$ cat src/rtl/rtec_pkg.sv
// Package for the radio task end, capture and gain control block
package rtec_pkg;
  // Capture selector encodings
  localparam logic [1:0] CAP_OFF         = 2'h0;
  localparam logic [1:0] CAP_EVERY_START = 2'h1;
  localparam logic [1:0] CAP_EVERY_END   = 2'h2;
  localparam logic [1:0] CAP_FIRST_START = 2'h3;
  // End-cause codes
  localparam logic [7:0] END_NORMAL              = 8'h00;
  localparam logic [7:0] END_SYNC_WAIT_STOPPED   = 8'h01;
  localparam logic [7:0] END_NO_SYNC             = 8'h02;
  localparam logic [7:0] END_CHANNEL_BUSY        = 8'h03;
  localparam logic [7:0] END_RETRY_LIMIT         = 8'h04;
  localparam logic [7:0] END_GRACEFUL_STOP       = 8'h05;
  localparam logic [7:0] END_ABORTED             = 8'h06;
  localparam logic [7:0] ERR_INTERNAL            = 8'hFF;
  localparam logic [7:0] ERR_UNKNOWN_COMMAND     = 8'hFE;
  localparam logic [7:0] ERR_LOCK_UNAVAILABLE    = 8'hFD;
  localparam logic [7:0] ERR_BAD_PARAMETER       = 8'hFC;
  localparam logic [7:0] ERR_TX_QUEUE_EMPTY      = 8'hFB;
  localparam logic [7:0] ERR_RX_QUEUE_OVERFULL   = 8'hFA;
  localparam logic [7:0] ERR_MODULATOR_UNDERFLOW = 8'hF9;
  // Commands
  localparam logic [7:0] HALT_COMMAND = 8'h01;
  // Channel value that reuses a running synthesizer
  localparam logic [6:0] CHANNEL_REUSE = 7'h7F;
  // Radio configuration word field positions
  localparam int TX_CAP_LSB = 0;
  localparam int RX_CAP_LSB = 2;
  localparam int SYNTH_KEEP_BIT = 4;
  localparam int GAIN_EN_BIT = 5;
  // APB register byte addresses
  localparam logic [7:0] ADDR_CONFIG     = 8'h00;
  localparam logic [7:0] ADDR_COMMAND    = 8'h04;
  localparam logic [7:0] ADDR_STATUS     = 8'h08;
  localparam logic [7:0] ADDR_CAPTURE    = 8'h0C;
  localparam logic [7:0] ADDR_GAIN_CFG   = 8'h10;
  localparam logic [7:0] ADDR_LEVEL_LIM  = 8'h14;
  localparam logic [7:0] ADDR_LAST_LEVEL = 8'h18;
  localparam logic [7:0] ADDR_GAIN_NOW   = 8'h1C;
  // Reset values
  localparam logic [31:0] CONFIG_RESET = 32'h0000_0000;
  localparam logic [7:0]  GAIN_RESET   = 8'h00;
  // Task states
  typedef enum logic [2:0] {
    RTEC_IDLE = 3'b001,
    RTEC_RUN  = 3'b010,
    RTEC_DONE = 3'b100
  } rtec_state_e;
endpackage

$ cat src/rtl/rtec_task_end.sv
// Task end, timer capture and two-level gain control for the radio link engine
// Summary of operation
// Separate transmit and receive capture selector fields
// Transmit selector: off, start, end, first start
// Receive selector: off, start, end, first start
// Start capture taken right after sync word
// Selector 11 stops capture after first packet
// Receive capture may fire on rejected packets
// Both directions share one captured value
// Host reads capture after task completes
// Completion writes cause, frees locks, interrupts
// Normal end-cause codes zero to six
// Error end-cause codes 249 to 255
// Keep-on bit leaves synthesizer running
// Host reuses synthesizer with channel 127
// Halt command stops a running synthesizer
// Halt command 0x01 ends task immediately
// Gain control during sync search when enabled
// Below low limit high, above high low
// High gain captured at start, low configured
// Sync found freezes gain until reception ends
// Receiver off restores high gain
// Reduced gain reports level plus offset
// Host programs limits apart for hysteresis
// Host supplies lead-in signal before packet
// Gain control recommended at high rate
// End cause visible by interrupt cycle
`timescale 1ns/1ps
`default_nettype none
module rtec_task_end
  import rtec_pkg::*;
#(
  parameter int TIMER_W = 32
) (
  input  wire logic               pclk,
  input  wire logic               presetn,
  input  wire logic               psel,
  input  wire logic               penable,
  input  wire logic               pwrite,
  input  wire logic [7:0]         paddr,
  input  wire logic [31:0]        pwdata,
  output logic      [31:0]        prdata,
  output logic                    pready,
  output logic                    pslverr,
  input  wire logic               task_start,
  input  wire logic               task_end,
  input  wire logic [7:0]         end_cause_in,
  input  wire logic               tx_sync_done,
  input  wire logic               tx_packet_end,
  input  wire logic               rx_sync_found,
  input  wire logic               rx_packet_end,
  input  wire logic               rx_on,
  input  wire logic               level_update,
  input  wire logic [7:0]         level_in,
  input  wire logic [TIMER_W-1:0] timer_value,
  output logic                    task_finished_irq,
  output logic                    lock_release,
  output logic                    synth_on,
  output logic                    task_active,
  output logic      [7:0]         front_end_gain
);

  // Register state
  rtec_state_e        state_reg, state_next;
  logic [31:0]        config_reg, config_next;
  logic [7:0]         cause_reg, cause_next;
  logic [TIMER_W-1:0] capture_reg, capture_next;
  logic               tx_cap_done_reg, tx_cap_done_next;
  logic               rx_cap_done_reg, rx_cap_done_next;
  logic               synth_reg, synth_next;
  logic               irq_reg, irq_next;
  logic [7:0]         high_gain_reg, high_gain_next;
  logic [7:0]         gain_reg, gain_next;
  logic [7:0]         sat_gain_reg, sat_gain_next;
  logic [7:0]         offset_reg, offset_next;
  logic [7:0]         low_lim_reg, low_lim_next;
  logic [7:0]         high_lim_reg, high_lim_next;
  logic [7:0]         last_level_reg, last_level_next;
  logic               synced_reg, synced_next;
  logic               reduced_reg, reduced_next;

  logic       wr_en;
  logic       halt_wr;
  logic [1:0] tx_sel;
  logic [1:0] rx_sel;
  logic       tx_hit;
  logic       rx_hit;
  logic       running;

  // Zero-wait slave: every access completes in its first access cycle
  assign pready  = 1'b1;
  assign wr_en   = psel && penable && pwrite;
  assign halt_wr = wr_en && (paddr == ADDR_COMMAND) && (pwdata[7:0] == HALT_COMMAND);
  assign tx_sel  = config_reg[TX_CAP_LSB +: 2];
  assign rx_sel  = config_reg[RX_CAP_LSB +: 2];
  assign running = (state_reg == RTEC_RUN);

  // Unmapped addresses answer with an error
  always_comb begin
    case (paddr)
      ADDR_CONFIG, ADDR_COMMAND, ADDR_STATUS, ADDR_CAPTURE,
      ADDR_GAIN_CFG, ADDR_LEVEL_LIM, ADDR_LAST_LEVEL, ADDR_GAIN_NOW: pslverr = 1'b0;
      default: pslverr = psel && penable;
    endcase
  end

  // Read mux, reserved bits read as zero
  always_comb begin
    prdata = 32'h0000_0000;
    case (paddr)
      ADDR_CONFIG:     prdata = config_reg;
      ADDR_STATUS:     prdata = {22'h0, synth_reg, running, cause_reg};
      ADDR_CAPTURE:    prdata = 32'(capture_reg);
      ADDR_GAIN_CFG:   prdata = {16'h0, offset_reg, sat_gain_reg};
      ADDR_LEVEL_LIM:  prdata = {16'h0, high_lim_reg, low_lim_reg};
      ADDR_LAST_LEVEL: prdata = {24'h0, last_level_reg};
      ADDR_GAIN_NOW:   prdata = {16'h0, high_gain_reg, gain_reg};
      default:         prdata = 32'h0000_0000;
    endcase
  end

  // Capture triggers per direction; rejected packets still trigger since address checks lie outside
  always_comb begin
    case (tx_sel)
      CAP_EVERY_START: tx_hit = tx_sync_done;
      CAP_EVERY_END:   tx_hit = tx_packet_end;
      CAP_FIRST_START: tx_hit = tx_sync_done && !tx_cap_done_reg;
      default:         tx_hit = 1'b0;
    endcase
    case (rx_sel)
      CAP_EVERY_START: rx_hit = rx_sync_found; // see R04
      CAP_EVERY_END:   rx_hit = rx_packet_end;
      CAP_FIRST_START: rx_hit = rx_sync_found && !rx_cap_done_reg;
      default:         rx_hit = 1'b0;
    endcase
  end

  // Task sequencing, capture and end cause
  always_comb begin
    state_next       = state_reg;
    config_next      = config_reg;
    cause_next       = cause_reg;
    capture_next     = capture_reg;
    tx_cap_done_next = tx_cap_done_reg;
    rx_cap_done_next = rx_cap_done_reg;
    synth_next       = synth_reg;
    irq_next         = 1'b0;
    if (wr_en && paddr == ADDR_CONFIG) begin
      config_next = pwdata;
    end
    if (running && (tx_hit || rx_hit)) begin
      capture_next = timer_value;
    end
    if (running && tx_packet_end) begin
      tx_cap_done_next = 1'b1;
    end
    if (running && rx_packet_end) begin
      rx_cap_done_next = 1'b1;
    end
    case (state_reg)
      RTEC_IDLE: begin
        if (halt_wr) begin
          synth_next = 1'b0;
        end else if (task_start) begin
          state_next       = RTEC_RUN;
          synth_next       = 1'b1;
          tx_cap_done_next = 1'b0;
          rx_cap_done_next = 1'b0;
        end
      end
      RTEC_RUN: begin
        if (halt_wr) begin
          state_next = RTEC_DONE;
          cause_next = END_ABORTED;
          synth_next = 1'b0;
        end else if (task_end) begin
          state_next = RTEC_DONE;
          cause_next = end_cause_in; // see R09 see R10
          synth_next = config_reg[SYNTH_KEEP_BIT];
        end
      end
      RTEC_DONE: begin
        // Cause already stored, so the interrupt never leads it
        irq_next   = 1'b1;
        state_next = RTEC_IDLE;
        // A halt landing in the wrap-up cycle must not be lost, or a kept synthesizer would run on
        if (halt_wr) begin
          synth_next = 1'b0;
        end
      end
      default: state_next = RTEC_IDLE;
    endcase
  end

  always_ff @(posedge pclk or negedge presetn) begin
    if (!presetn) begin
      state_reg       <= RTEC_IDLE;
      config_reg      <= CONFIG_RESET;
      cause_reg       <= END_NORMAL;
      capture_reg     <= '0;
      tx_cap_done_reg <= 1'b0;
      rx_cap_done_reg <= 1'b0;
      synth_reg       <= 1'b0;
      irq_reg         <= 1'b0;
    end else begin
      state_reg       <= state_next;
      config_reg      <= config_next;
      cause_reg       <= cause_next;
      capture_reg     <= capture_next;
      tx_cap_done_reg <= tx_cap_done_next;
      rx_cap_done_reg <= rx_cap_done_next;
      synth_reg       <= synth_next;
      irq_reg         <= irq_next;
    end
  end

  // Interrupt and lock release share the done pulse
  assign task_finished_irq = irq_reg;
  assign lock_release      = irq_reg;
  assign synth_on          = synth_reg;
  assign task_active       = running;
  assign front_end_gain    = gain_reg;

  // Gain control next state
  always_comb begin
    high_gain_next  = high_gain_reg;
    gain_next       = gain_reg;
    sat_gain_next   = sat_gain_reg;
    offset_next     = offset_reg;
    low_lim_next    = low_lim_reg;
    high_lim_next   = high_lim_reg;
    last_level_next = last_level_reg;
    synced_next     = synced_reg;
    reduced_next    = reduced_reg;
    if (wr_en && paddr == ADDR_GAIN_CFG) begin
      sat_gain_next = pwdata[7:0];
      offset_next   = pwdata[15:8];
    end
    if (wr_en && paddr == ADDR_LEVEL_LIM) begin
      low_lim_next  = pwdata[7:0];
      high_lim_next = pwdata[15:8];
    end
    if (wr_en && paddr == ADDR_GAIN_NOW && !running) begin
      gain_next = pwdata[7:0];
    end
    if (state_reg == RTEC_IDLE && task_start) begin
      high_gain_next = gain_reg;
      synced_next    = 1'b0;
      reduced_next   = 1'b0;
    end else if (running && rx_on) begin
      if (rx_sync_found) begin
        synced_next = 1'b1;
      end else if (config_reg[GAIN_EN_BIT] && !synced_reg && level_update) begin
        if (level_in < low_lim_reg) begin
          gain_next = high_gain_reg;
        end else if (level_in > high_lim_reg) begin
          gain_next = sat_gain_reg; // see R17
        end
      end
      if (rx_packet_end) begin
        // Corrected value only; the raw level input is never altered
        last_level_next = reduced_reg ? 8'(level_in + offset_reg) : level_in;
        synced_next     = 1'b0;
      end
      reduced_next = (gain_next != high_gain_reg);
    end else if (running && !rx_on) begin
      gain_next    = high_gain_reg;
      synced_next  = 1'b0;
      reduced_next = 1'b0;
    end
  end

  always_ff @(posedge pclk or negedge presetn) begin
    if (!presetn) begin
      high_gain_reg  <= GAIN_RESET;
      gain_reg       <= GAIN_RESET;
      sat_gain_reg   <= GAIN_RESET;
      offset_reg     <= 8'h00;
      low_lim_reg    <= 8'h00;
      high_lim_reg   <= 8'h00;
      last_level_reg <= 8'h00;
      synced_reg     <= 1'b0;
      reduced_reg    <= 1'b0;
    end else begin
      high_gain_reg  <= high_gain_next;
      gain_reg       <= gain_next;
      sat_gain_reg   <= sat_gain_next;
      offset_reg     <= offset_next;
      low_lim_reg    <= low_lim_next;
      high_lim_reg   <= high_lim_next;
      last_level_reg <= last_level_next;
      synced_reg     <= synced_next;
      reduced_reg    <= reduced_next;
    end
  end

  // Checks
  chk_irq_after_end: assert property (@(posedge pclk) disable iff (!presetn)
    (running && task_end && !halt_wr) |=> ##1 task_finished_irq) else $error("irq missing after end");
  chk_cause_stored: assert property (@(posedge pclk) disable iff (!presetn)
    (running && task_end && !halt_wr) |=> ##1 (cause_reg == $past(end_cause_in, 2))) else $error("cause wrong");
  chk_halt_abort: assert property (@(posedge pclk) disable iff (!presetn)
    (running && halt_wr) |=> (cause_reg == END_ABORTED && !synth_on && !running)) else $error("halt failed");
  chk_halt_synth: assert property (@(posedge pclk) disable iff (!presetn)
    halt_wr |=> !synth_on) else $error("synth kept after halt");
  chk_keep_synth: assert property (@(posedge pclk) disable iff (!presetn)
    (running && task_end && !halt_wr) |=> (synth_on == $past(config_reg[SYNTH_KEEP_BIT]))) else $error("keep-on wrong");
  chk_first_only: assert property (@(posedge pclk) disable iff (!presetn)
    (running && tx_sel == CAP_FIRST_START && rx_sel == CAP_OFF && tx_cap_done_reg) |=> $stable(capture_reg))
    else $error("capture after first");
  chk_tx_start_cap: assert property (@(posedge pclk) disable iff (!presetn)
    (running && tx_sel == CAP_EVERY_START && tx_sync_done) |=> (capture_reg == $past(timer_value)))
    else $error("start capture missed");
  chk_gain_freeze: assert property (@(posedge pclk) disable iff (!presetn)
    (running && rx_on && synced_reg && !rx_sync_found && $stable(rx_on)) |=> $stable(gain_reg))
    else $error("gain changed after sync");
  chk_gain_restore: assert property (@(posedge pclk) disable iff (!presetn)
    (running && !rx_on && !(wr_en && paddr == ADDR_GAIN_NOW)) |=> (gain_reg == high_gain_reg))
    else $error("gain not restored");
  chk_gain_low: assert property (@(posedge pclk) disable iff (!presetn)
    (running && rx_on && config_reg[GAIN_EN_BIT] && !synced_reg && !rx_sync_found && level_update
     && level_in > high_lim_reg && level_in >= low_lim_reg) |=> (gain_reg == $past(sat_gain_reg)))
    else $error("low gain not chosen");

endmodule
`default_nettype wire
$ cat config.mk
export PLATFORM = sky130hd
export DESIGN_NAME = rtec_task_end
export DESIGN_NICKNAME = d
export VERILOG_FILES = /design/src/rtl/rtec_pkg.sv /design/src/rtl/rtec_task_end.sv
export SDC_FILE = /design/constraint.sdc
export NUM_CORES = 1
export LEC_CHECK = 0
export ABC_AREA = 1
export BUFFER_PORTS_ARGS = -buffer_cell sky130_fd_sc_hd__buf_2
export CORE_ASPECT_RATIO = 0.8
export CORE_MARGIN = 8
export CORE_UTILIZATION = 35
export CTS_CLUSTER_SIZE = 12
export DETAILED_ROUTE_END_ITERATION = 6
export SLEW_MARGIN = 20
export SYNTH_ARGS = -nofsm -noshare
export SYNTH_HDL_FRONTEND = slang
export SYNTH_SLANG_ARGS = --single-unit
$ cat constraint.sdc
create_clock -name pclk -period 3.5 [get_ports pclk]
set_input_delay 0.35 -clock pclk [delete_from_list [all_inputs] [get_ports pclk]]
set_output_delay 0.35 -clock pclk [all_outputs]
set_load 0.01 [all_outputs]
# == Word level (Yosys, flattened, before mapping) ==
# Index checks and enable logic that the tools add are counted.
# totals
regBits,137
# classes
n_lt_le_gt_ge,2
add_sub_neg,1
n_mux,44
bitwise,1
n_reduce_logical,35
n_eq_ne,24
# op_table
cell,n
one-hot mux 32 bit (7 select lines),1
two-way mux 8 bit,13
== test 8 x 5 -> 1 bit (second input constant),4
two-way mux 1 bit,22
logical AND 1 bit,19
== test 8 x 4 -> 1 bit (second input constant),2
two-way mux 3 bit,4
one-hot mux 1 bit (3 select lines),3
adder 8 bit,1
== test 2 bit (second input constant),4
== test 8 x 1 -> 1 bit (second input constant),1
== test 8 x 3 -> 1 bit (second input constant),1
greater-than comparator 8 bit,1
zero test 8 bit,1
less-than comparator 8 bit,1
inequality test 8 bit,1
OR reduction 8 bit,1
inequality test 2 bit (second input constant),3
inequality test 3 bit (second input constant),2
one-hot mux 3 bit (2 select lines),1
AND reduction 3 bit,2
nonzero test 3 bit,2
zero test 1 bit,5
== test 2 x 1 -> 1 bit (second input constant),2
other kinds (9),10

# == Logic depth before layout (Yosys ltp) ==
# Gate-level depths: netlist (run 1).
# depth
word_depth,14
ltp_mapped,22

# == Worst setup path before layout (run 1) ==
# Ideal clock, no wire load.
# synth_path
kind,reg-to-reg
startpoint,reg low_lim_reg[5]
endpoint,reg reduced_reg
setup_time_ps,118
stages_incl_launch_ff,19
path_buffers,0
arrival_time_ps,1878
slack_ps,1504
cell_sequence,dfrtp_1 -> inv_1 -> ha_1 -> a21oi_1 -> nor2_1 -> nor3_2 -> nand2_2 -> nand2_1 -> nand2_2 -> nand2_1 -> nand2_1 -> nand2_1 -> nand2_1 -> inv_1 -> nand2_1 -> nor2_1 -> nand2_1 -> nand2_1 -> nand2_1
# synth_between
elab_chain_cells,9
# synth_rtl
element,line_no,source
from (decl),rtec_task_end.sv:76,"logic [7:0] low_lim_reg, low_lim_next;"
from (signal assigned),rtec_task_end.sv:289,low_lim_reg <= low_lim_next;
less-than comparator 8 bit,rtec_task_end.sv:254,if (level_in < low_lim_reg) begin
two-way mux 8 bit,rtec_task_end.sv:254,
two-way mux 8 bit,rtec_task_end.sv:253,end else if (config_reg[GAIN_EN_BIT] && !synced_reg && level_update) begin
two-way mux 8 bit,rtec_task_end.sv:251,if (rx_sync_found) begin
two-way mux 8 bit,rtec_task_end.sv:250,end else if (running && rx_on) begin
two-way mux 8 bit,rtec_task_end.sv:246,if (state_reg == RTEC_IDLE && task_start) begin
inequality test 8 bit,rtec_task_end.sv:265,reduced_next = (gain_next != high_gain_reg);
two-way mux 1 bit,rtec_task_end.sv:250,
two-way mux 1 bit,rtec_task_end.sv:246,
to (signal assigned),rtec_task_end.sv:293,reduced_reg <= reduced_next;
to (decl),rtec_task_end.sv:80,"logic reduced_reg, reduced_next;"
# Every way passes these cells. The select of a mux whose other input is x is not followed.
# A chain may end at the register's enable or synchronous reset.

# == Final worst setup path (run 1) ==
# layout_path
startpoint,in paddr[1]
endpoint,out prdata[2]
# layout_between
elab_chain_cells,2
# layout_rtl
element,line_no,source
from (decl),rtec_task_end.sv:40,"input wire logic [7:0] paddr,"
"== test 8 x 5 -> 1 bit, or another cell as far along",rtec_task_end.sv:110,case (paddr)
one-hot mux 32 bit (7 select lines) *,rtec_task_end.sv:110,
to (decl),rtec_task_end.sv:42,"output logic [31:0] prdata,"
# Mark *: on every way between the ends. The rest lies on a longest branch, timed or not.

==> results of run 1 <==
## report_power, final
| part | internal, mW | switching (mW) |
|---|---|---|
| Clock | 1.08 | 0.786 |
| Combinational | 0.345 | 0.568 |
| Sequential | 1.83 | 0.205 |
## worst max-delay path by stage
stage                                      startpoint                          end  cells after the start  slack [ns]
after CTS                                    paddr[1]                    prdata[2]                     11        0.97
after floorplan            low_lim_reg[5]$_DFFE_PN0P_      reduced_reg$_DFFE_PN0P_                     18        1.50
final                                        paddr[1]                    prdata[2]                     11        0.96
after detailed placement                     paddr[1]  sat_gain_reg[2]$_DFFE_PN0P_                      9        0.85
after global placement                       paddr[1]  sat_gain_reg[6]$_DFFE_PN0P_                      9        0.95
after global routing      high_lim_reg[7]$_DFFE_PN0P_      reduced_reg$_DFFE_PN0P_                     19        0.72
## stage by stage
step,instances,hold slack (ns)
floorplan,854,0.0544
global placement,1248,0.422
detailed placement,1248,0.424
CTS,1281,0.137
global route,1281,0.142
finish,1281,0.149
## placed cells by master, fill, tap and decap left out, drive strengths merged
cell type	netlist	final
nand2	223	223
buf	9	154
dfrtp	136	136
inv	109	118
o21ai	85	85
mux2	48	48
nand3	48	48
nor2	46	46
ha	22	22
a221oi	17	17
a22o	17	17
clkbuf	20	17
a21oi	16	16
o22ai	10	10
o221ai	9	9
nor3	8	8
o211ai	7	7
clkinv	2	4
nand4	4	4
o2111ai	3	3
nand3b	3	3
xor2	3	3
nor4	2	2
bufinv	0	2
clkinvlp	0	2
a21o	1	1
a211oi	1	1
o211a	1	1
xnor2	1	1
fa	1	1
conb	1	1
dlygate4sd3	0	1
dfstp	1	1
## cell type report
| type | instances | area [µm²] |
|---|---|---|
| fill | 2080 | 11700 |
| multi-input combinational | 577 | 3430 |
| sequential | 137 | 3430 |
| timing repair buffer | 155 | 822 |
| clock buffer | 17 | 425 |
| inverter | 111 | 417 |
| tap | 269 | 337 |
| clock inverter | 15 | 176 |
## repair_timing
item                      CTS  global route
hold buffers                1             0
hold endpoints to repair   41             0
gates resized for setup     0             0
## per-layer routing
layer  track usage (%)  vias up  routed length, µm
met5                 0        -                 21
met2              26.9      254              10400
met3              4.72       39               1890
li1                  -     3156                  -
met1              25.2     3151              10700
met4              5.53        4                506
## cell families after synthesis
kind of cell / count (synthesis)
flip-flops: 137
AND/OR/NAND/NOR: 334
other: 1
buffers and inverters: 140
XOR/XNOR: 4
adder cells (fa/ha/maj): 23
AO/OA/AOI/OAI: 167
multiplexers: 48
==> flow_metrics.env, run 1 <==
export IMPL_place_area_mm2=0.00843
export IMPL_core_rowCount=47
export IMPL_yosysTopAreaCellShare_pct=45.9
export IMPL_synth_edff_count=0
export IMPL_synthFlopType="dfrtp_1"
export IMPL_synth_compound_area_share_pct=14.6
export IMPL_synth_most_common_cell="nand2_1"
export IMPL_crit_path_top_delay_cell="nor2_1"
export IMPL_n_antenna_cell=0
export IMPL_die_w_um=179
export IMPL_design_area_mm2=0.00904
export IMPL_fin_setup_tns_ns=0
export IMPL_synth_cell_types=44
export IMPL_yosysTopAreaCell="dfrtp_1"
export IMPL_path_buf_inv=5
export IMPL_dr_pass1_iters=5
export IMPL_dp_hpwl_mm=17.9
export IMPL_post_cts_buffers=0
export IMPL_fp_coreArea_mm2=0.0208
export IMPL_synth_mux_area_fraction_pct=7.30
export IMPL_ios=147
export IMPL_path_clk_slew_ns=0.07
export IMPL_cp_required_ns=3.15
export IMPL_cp_max_fo=8
export IMPL_routed_via_density=5.16
export IMPL_syn_avg_cell_area_um2=8.67
export IMPL_die_h_um=146
export IMPL_gp_routability_congestion=0.910
export IMPL_synth_seq_area_share_pct=46.3
export IMPL_hold_depth=2
export IMPL_critPathTopFamily="simple AND/OR/NAND/NOR gates"
export IMPL_clock_root_buffer="clkbuf_16"
export IMPL_slew_violations=0
export IMPL_outcome="finished, final reports clean"
export IMPL_vias=6604
export IMPL_globalRoute_totalOverflow=0
export IMPL_clock_path_buffers=2
export IMPL_routedWlPerCell_um=18.3
export IMPL_finalHoldViolations=0
export IMPL_grt_pass1_wl_mm=37.0
export IMPL_r2r_start="high_lim_reg[7]$_DFFE_PN0P_"
export IMPL_drive_above_1_share_pct=26.7
export IMPL_worstRegToRegCells=19
export IMPL_drc_errors=0
export IMPL_min_to="capture_reg[31]$_DFFE_PN0P_"
export IMPL_p_per_area_mw_per_mm2=532
export IMPL_grt_pass1_vias=6615
export IMPL_syn2layout_area_growth_pct=22.0
export IMPL_worstPathArrival_ns=2.19
export IMPL_start_util_pct=35.7
export IMPL_p_leak_nw=4.65
export IMPL_fmax_mhz=394
export IMPL_groute_usage_overall_pct=18.1
export IMPL_dp_slack_ns=0.845
export IMPL_finalPower_mw=4.81
export IMPL_setup_ws_ns=0.959
export IMPL_worstHoldPathType="in2reg"
export IMPL_io_buffers=145
export IMPL_period_share_pct=72.6
export IMPL_syn_inst=854
export IMPL_fin_nets=1123
export IMPL_synth_top_family_by_area="simple AND/OR/NAND/NOR gates"
export IMPL_drt_iter0_drc=549
export IMPL_path_common_cell="inv_1"
export IMPL_finalSetupViolations=0
export IMPL_tightest_slew_ns=0.997
export IMPL_crit_chain="buf_2 > nor2_2 > inv_1 > nor3_1 > inv_1 > nor2_1 > inv_1 > o22ai_1 > a221oi_1 > o2111ai_1 > buf_2"
export IMPL_reg2reg_to="reduced_reg$_DFFE_PN0P_"
export IMPL_synth_seq_cells=137
export IMPL_fin_worst_skew_ns=0.0117
export IMPL_clkLatencyLatePin_ns=0.43
export IMPL_syn_cell_area_mm2=0.00741
export IMPL_cts_tree="done"
export IMPL_synth_simple_area_share_pct=19.8
export IMPL_synthAdderAreaFrac_pct=3.99
export IMPL_async_reset_ff_share_pct=100
export IMPL_ys_top_cells_by_area="dfrtp_1, nand2_1, mux2_2, inv_1, o21ai_0"
export IMPL_antenna_found_initial=2
export IMPL_grt_max_degree=75
export IMPL_holdCritStartpoint="timer_value[31]"
export IMPL_clock_sinks=137
export IMPL_reg2reg_slack_ns=1.02
export IMPL_syn_num_nets=978
export IMPL_cp_slowest_stage_delay_ns=0.41
export IMPL_max_cap_violations=0
export IMPL_synth_xor_area_share_pct=0.473
export IMPL_cts_buffers=17
export IMPL_finalWirelength_mm=23.5
export IMPL_rsz0062_at_grt="no"
export IMPL_critical_path_class="in2out"
export IMPL_ir_drop_v=0.000297
export IMPL_cp_start_kind="input pin"
export IMPL_cts_htree_levels=4
export IMPL_yosysWarnings=0
export IMPL_final_min_clock_period_ns=2.54
export IMPL_die_area_mm2=0.0261
export IMPL_max_slew_margin_pct=33.3
export IMPL_ant_nets=0
export IMPL_fin_util_pct=43.5
export IMPL_crit_path_end_kind="primary output"
export IMPL_synth_commonest_cells="nand2_1, dfrtp_1, inv_1"
(Power assumes the default switching activity.)
==> run 2: changes to the inputs <==
clock period = 2.6 ns   (was 3.5 ns; I/O delays follow)
==> flow_metrics.env, run 2 (synthesis gave the netlist of run 1 again) <==
export IMPL_fp_coreArea_mm2=0.0208
export IMPL_clock_path_buffers=2
export IMPL_cts_tree="done"
export IMPL_cp_start_kind="register"
export IMPL_crit_path_end="reduced_reg$_DFFE_PN0P_"
export IMPL_core_rowCount=47
export IMPL_finalSetupViolations=0
export IMPL_outcome="finished, final reports clean"
export IMPL_slew_violations=0
export IMPL_die_w_um=179
export IMPL_critical_path_class="reg2reg"
export IMPL_stdcell_count=1301
export IMPL_setup_ws_ns=0.257
export IMPL_crit_path_top_delay_cell="dfrtp_1"
export IMPL_fin_util_pct=44.3
export IMPL_clock_sinks=137
export IMPL_globalRoute_totalOverflow=0
export IMPL_dp_hpwl_mm=18.3
export IMPL_dp_slack_ns=0.221
export IMPL_crit_chain="inv_1 > ha_1 > a21oi_2 > nor2_1 > nor3_2 > nand2_2 > buf_4 > nand2_1 > nand3_1 > nand2_1 > nand2_1 > nand2_1 > nand2_1 > nor2_1 > nand2_1 > nand2_1 > nand2_1"
export IMPL_reg2reg_to="reduced_reg$_DFFE_PN0P_"
export IMPL_ir_drop_v=0.000327
export IMPL_layout_common_cells="nand2_1, buf_2, dfrtp_1"
export IMPL_dr_pass1_iters=6
export IMPL_clkLatencyLatePin_ns=0.44
export IMPL_worstRegToRegCells=17
export IMPL_drive_above_1_share_pct=28.8
export IMPL_fmax_mhz=427
export IMPL_fin_worst_skew_ns=0.0125
export IMPL_rsz0062_at_grt="no"
export IMPL_cp_slowest_stage_delay_ns=0.35
export IMPL_max_cap_violations=0
export IMPL_start_util_pct=35.7
export IMPL_path_common_cell="nand2_1"
export IMPL_grt_pass1_vias=6517
export IMPL_vias=6657
export IMPL_finalWirelength_mm=24.1
export IMPL_final_min_clock_period_ns=2.34
export IMPL_fin_setup_tns_ns=0
export IMPL_ios=147
export IMPL_r2r_start="low_lim_reg[5]$_DFFE_PN0P_"
export IMPL_max_slew_margin_pct=48.1
export IMPL_cp_max_fo=8
export IMPL_grt_pass1_wl_mm=37.0
export IMPL_reg2reg_slack_ns=0.26
export IMPL_startpoint="low_lim_reg[5]$_DFFE_PN0P_"
export IMPL_die_area_mm2=0.0261
export IMPL_p_leak_nw=4.73
export IMPL_syn2layout_area_growth_pct=24.2
export IMPL_n_antenna_cell=0
export IMPL_worstHoldPathType="in2reg"
export IMPL_path_clk_slew_ns=0.07
export IMPL_period_share_pct=90.1
export IMPL_finalHoldViolations=0
export IMPL_routed_via_density=5.12
export IMPL_fin_nets=1143
export IMPL_clock_root_buffer="clkbuf_16"
export IMPL_antenna_found_initial=3
export IMPL_groute_usage_overall_pct=18.2
export IMPL_routedWlPerCell_um=18.5
export IMPL_die_h_um=146
export IMPL_drc_errors=0
export IMPL_dp_cells=1264
export IMPL_cts_buffers=17
export IMPL_tightest_slew_ns=0.774
export IMPL_ant_nets=0
export IMPL_crit_path_end_kind="register"
export IMPL_worstPathArrival_ns=2.67
export IMPL_p_per_area_mw_per_mm2=704
export IMPL_cts_htree_levels=4
export IMPL_drt_iter0_drc=603
export IMPL_layout_commonest_cell="nand2_1"
export IMPL_cp_required_ns=2.92
export IMPL_grt_max_degree=51
export IMPL_io_buffers=145
export IMPL_gp_routability_congestion=0.858
-- run 2: through the flow --
| step | area (µm²) | hold WS (ns) | power, mW |
|---|---|---|---|
| 3_5_place_dp | 8550 | 0.188 | 4.05 |
| 3_3_place_gp | 8550 | 0.185 | 4.02 |
| 6_report | 9200 | 0.0527 | 6.48 |
| 5_1_grt | 9200 | 0.0451 | 6.81 |
| 4_1_cts | 9140 | 0.0399 | 6.50 |
| 2_1_floorplan | 7410 | -0.0356 | 3.49 |
-- run 2: worst max-delay path, delay by kind of cell (launching register included) --
kind / cells / cell delay [ns]
AND/OR/NAND/NOR: 13 / 1.21
flip-flops: 1 / 0.35
adder cells (fa/ha/maj): 1 / 0.29
buffers and inverters: 2 / 0.23
AO/OA/AOI/OAI: 1 / 0.12
-- run 2: layout make-up --
type,instances,area (µm²)
fillers,2054,11600
inverters,111,417
repair buffers,175,972
clock inverters,15,156
multi-input cells,577,3470
clock buffers,17,425
flip-flops and latches,137,3430
well taps,269,337
-- run 2: what timing repair did --
action / in CTS / in global routing
hold endpoints to repair: 34 / 0
setup endpoints to repair: 0 / 1
hold buffers: 1 / 0
setup buffers: 0 / 4
resized for setup: 0 / 9
-- run 2: worst min path at each step --
stage / from / end / slack, ns / depth (start not counted)
finish: pwdata[23] / config_reg[23]$_DFFE_PN0P_ / 0.05 / 2
global route: pwdata[24] / config_reg[24]$_DFFE_PN0P_ / 0.05 / 2
global placement: presetn / high_gain_reg[0]$_DFFE_PN0P_ / 0.18 / 1
detailed placement: presetn / front_end_gain[6]$_DFF_PN0_ / 0.19 / 1
CTS: pwdata[22] / config_reg[22]$_DFFE_PN0P_ / 0.04 / 2
floorplan: presetn / capture_reg[0]$_DFFE_PN0P_ / -0.04 / 0
-- run 2: per-layer routing --
layer | global-route usage (%) | vias up | wire length, µm
met5 | 0 | - | 40
met4 | 6.27 | 6 | 434
met3 | 4.72 | 39 | 1880
met2 | 26.8 | 265 | 10700
met1 | 25.5 | 3155 | 11000
li1 | - | 3192 | -
-- run 2: power breakdown --
group	switching [mW]	leakage [nW]	internal [mW]	total, mW
combinational	0.809	2.59	0.496	1.31
clock	1.08	0.281	1.35	2.43
sequential	0.278	1.86	2.46	2.74
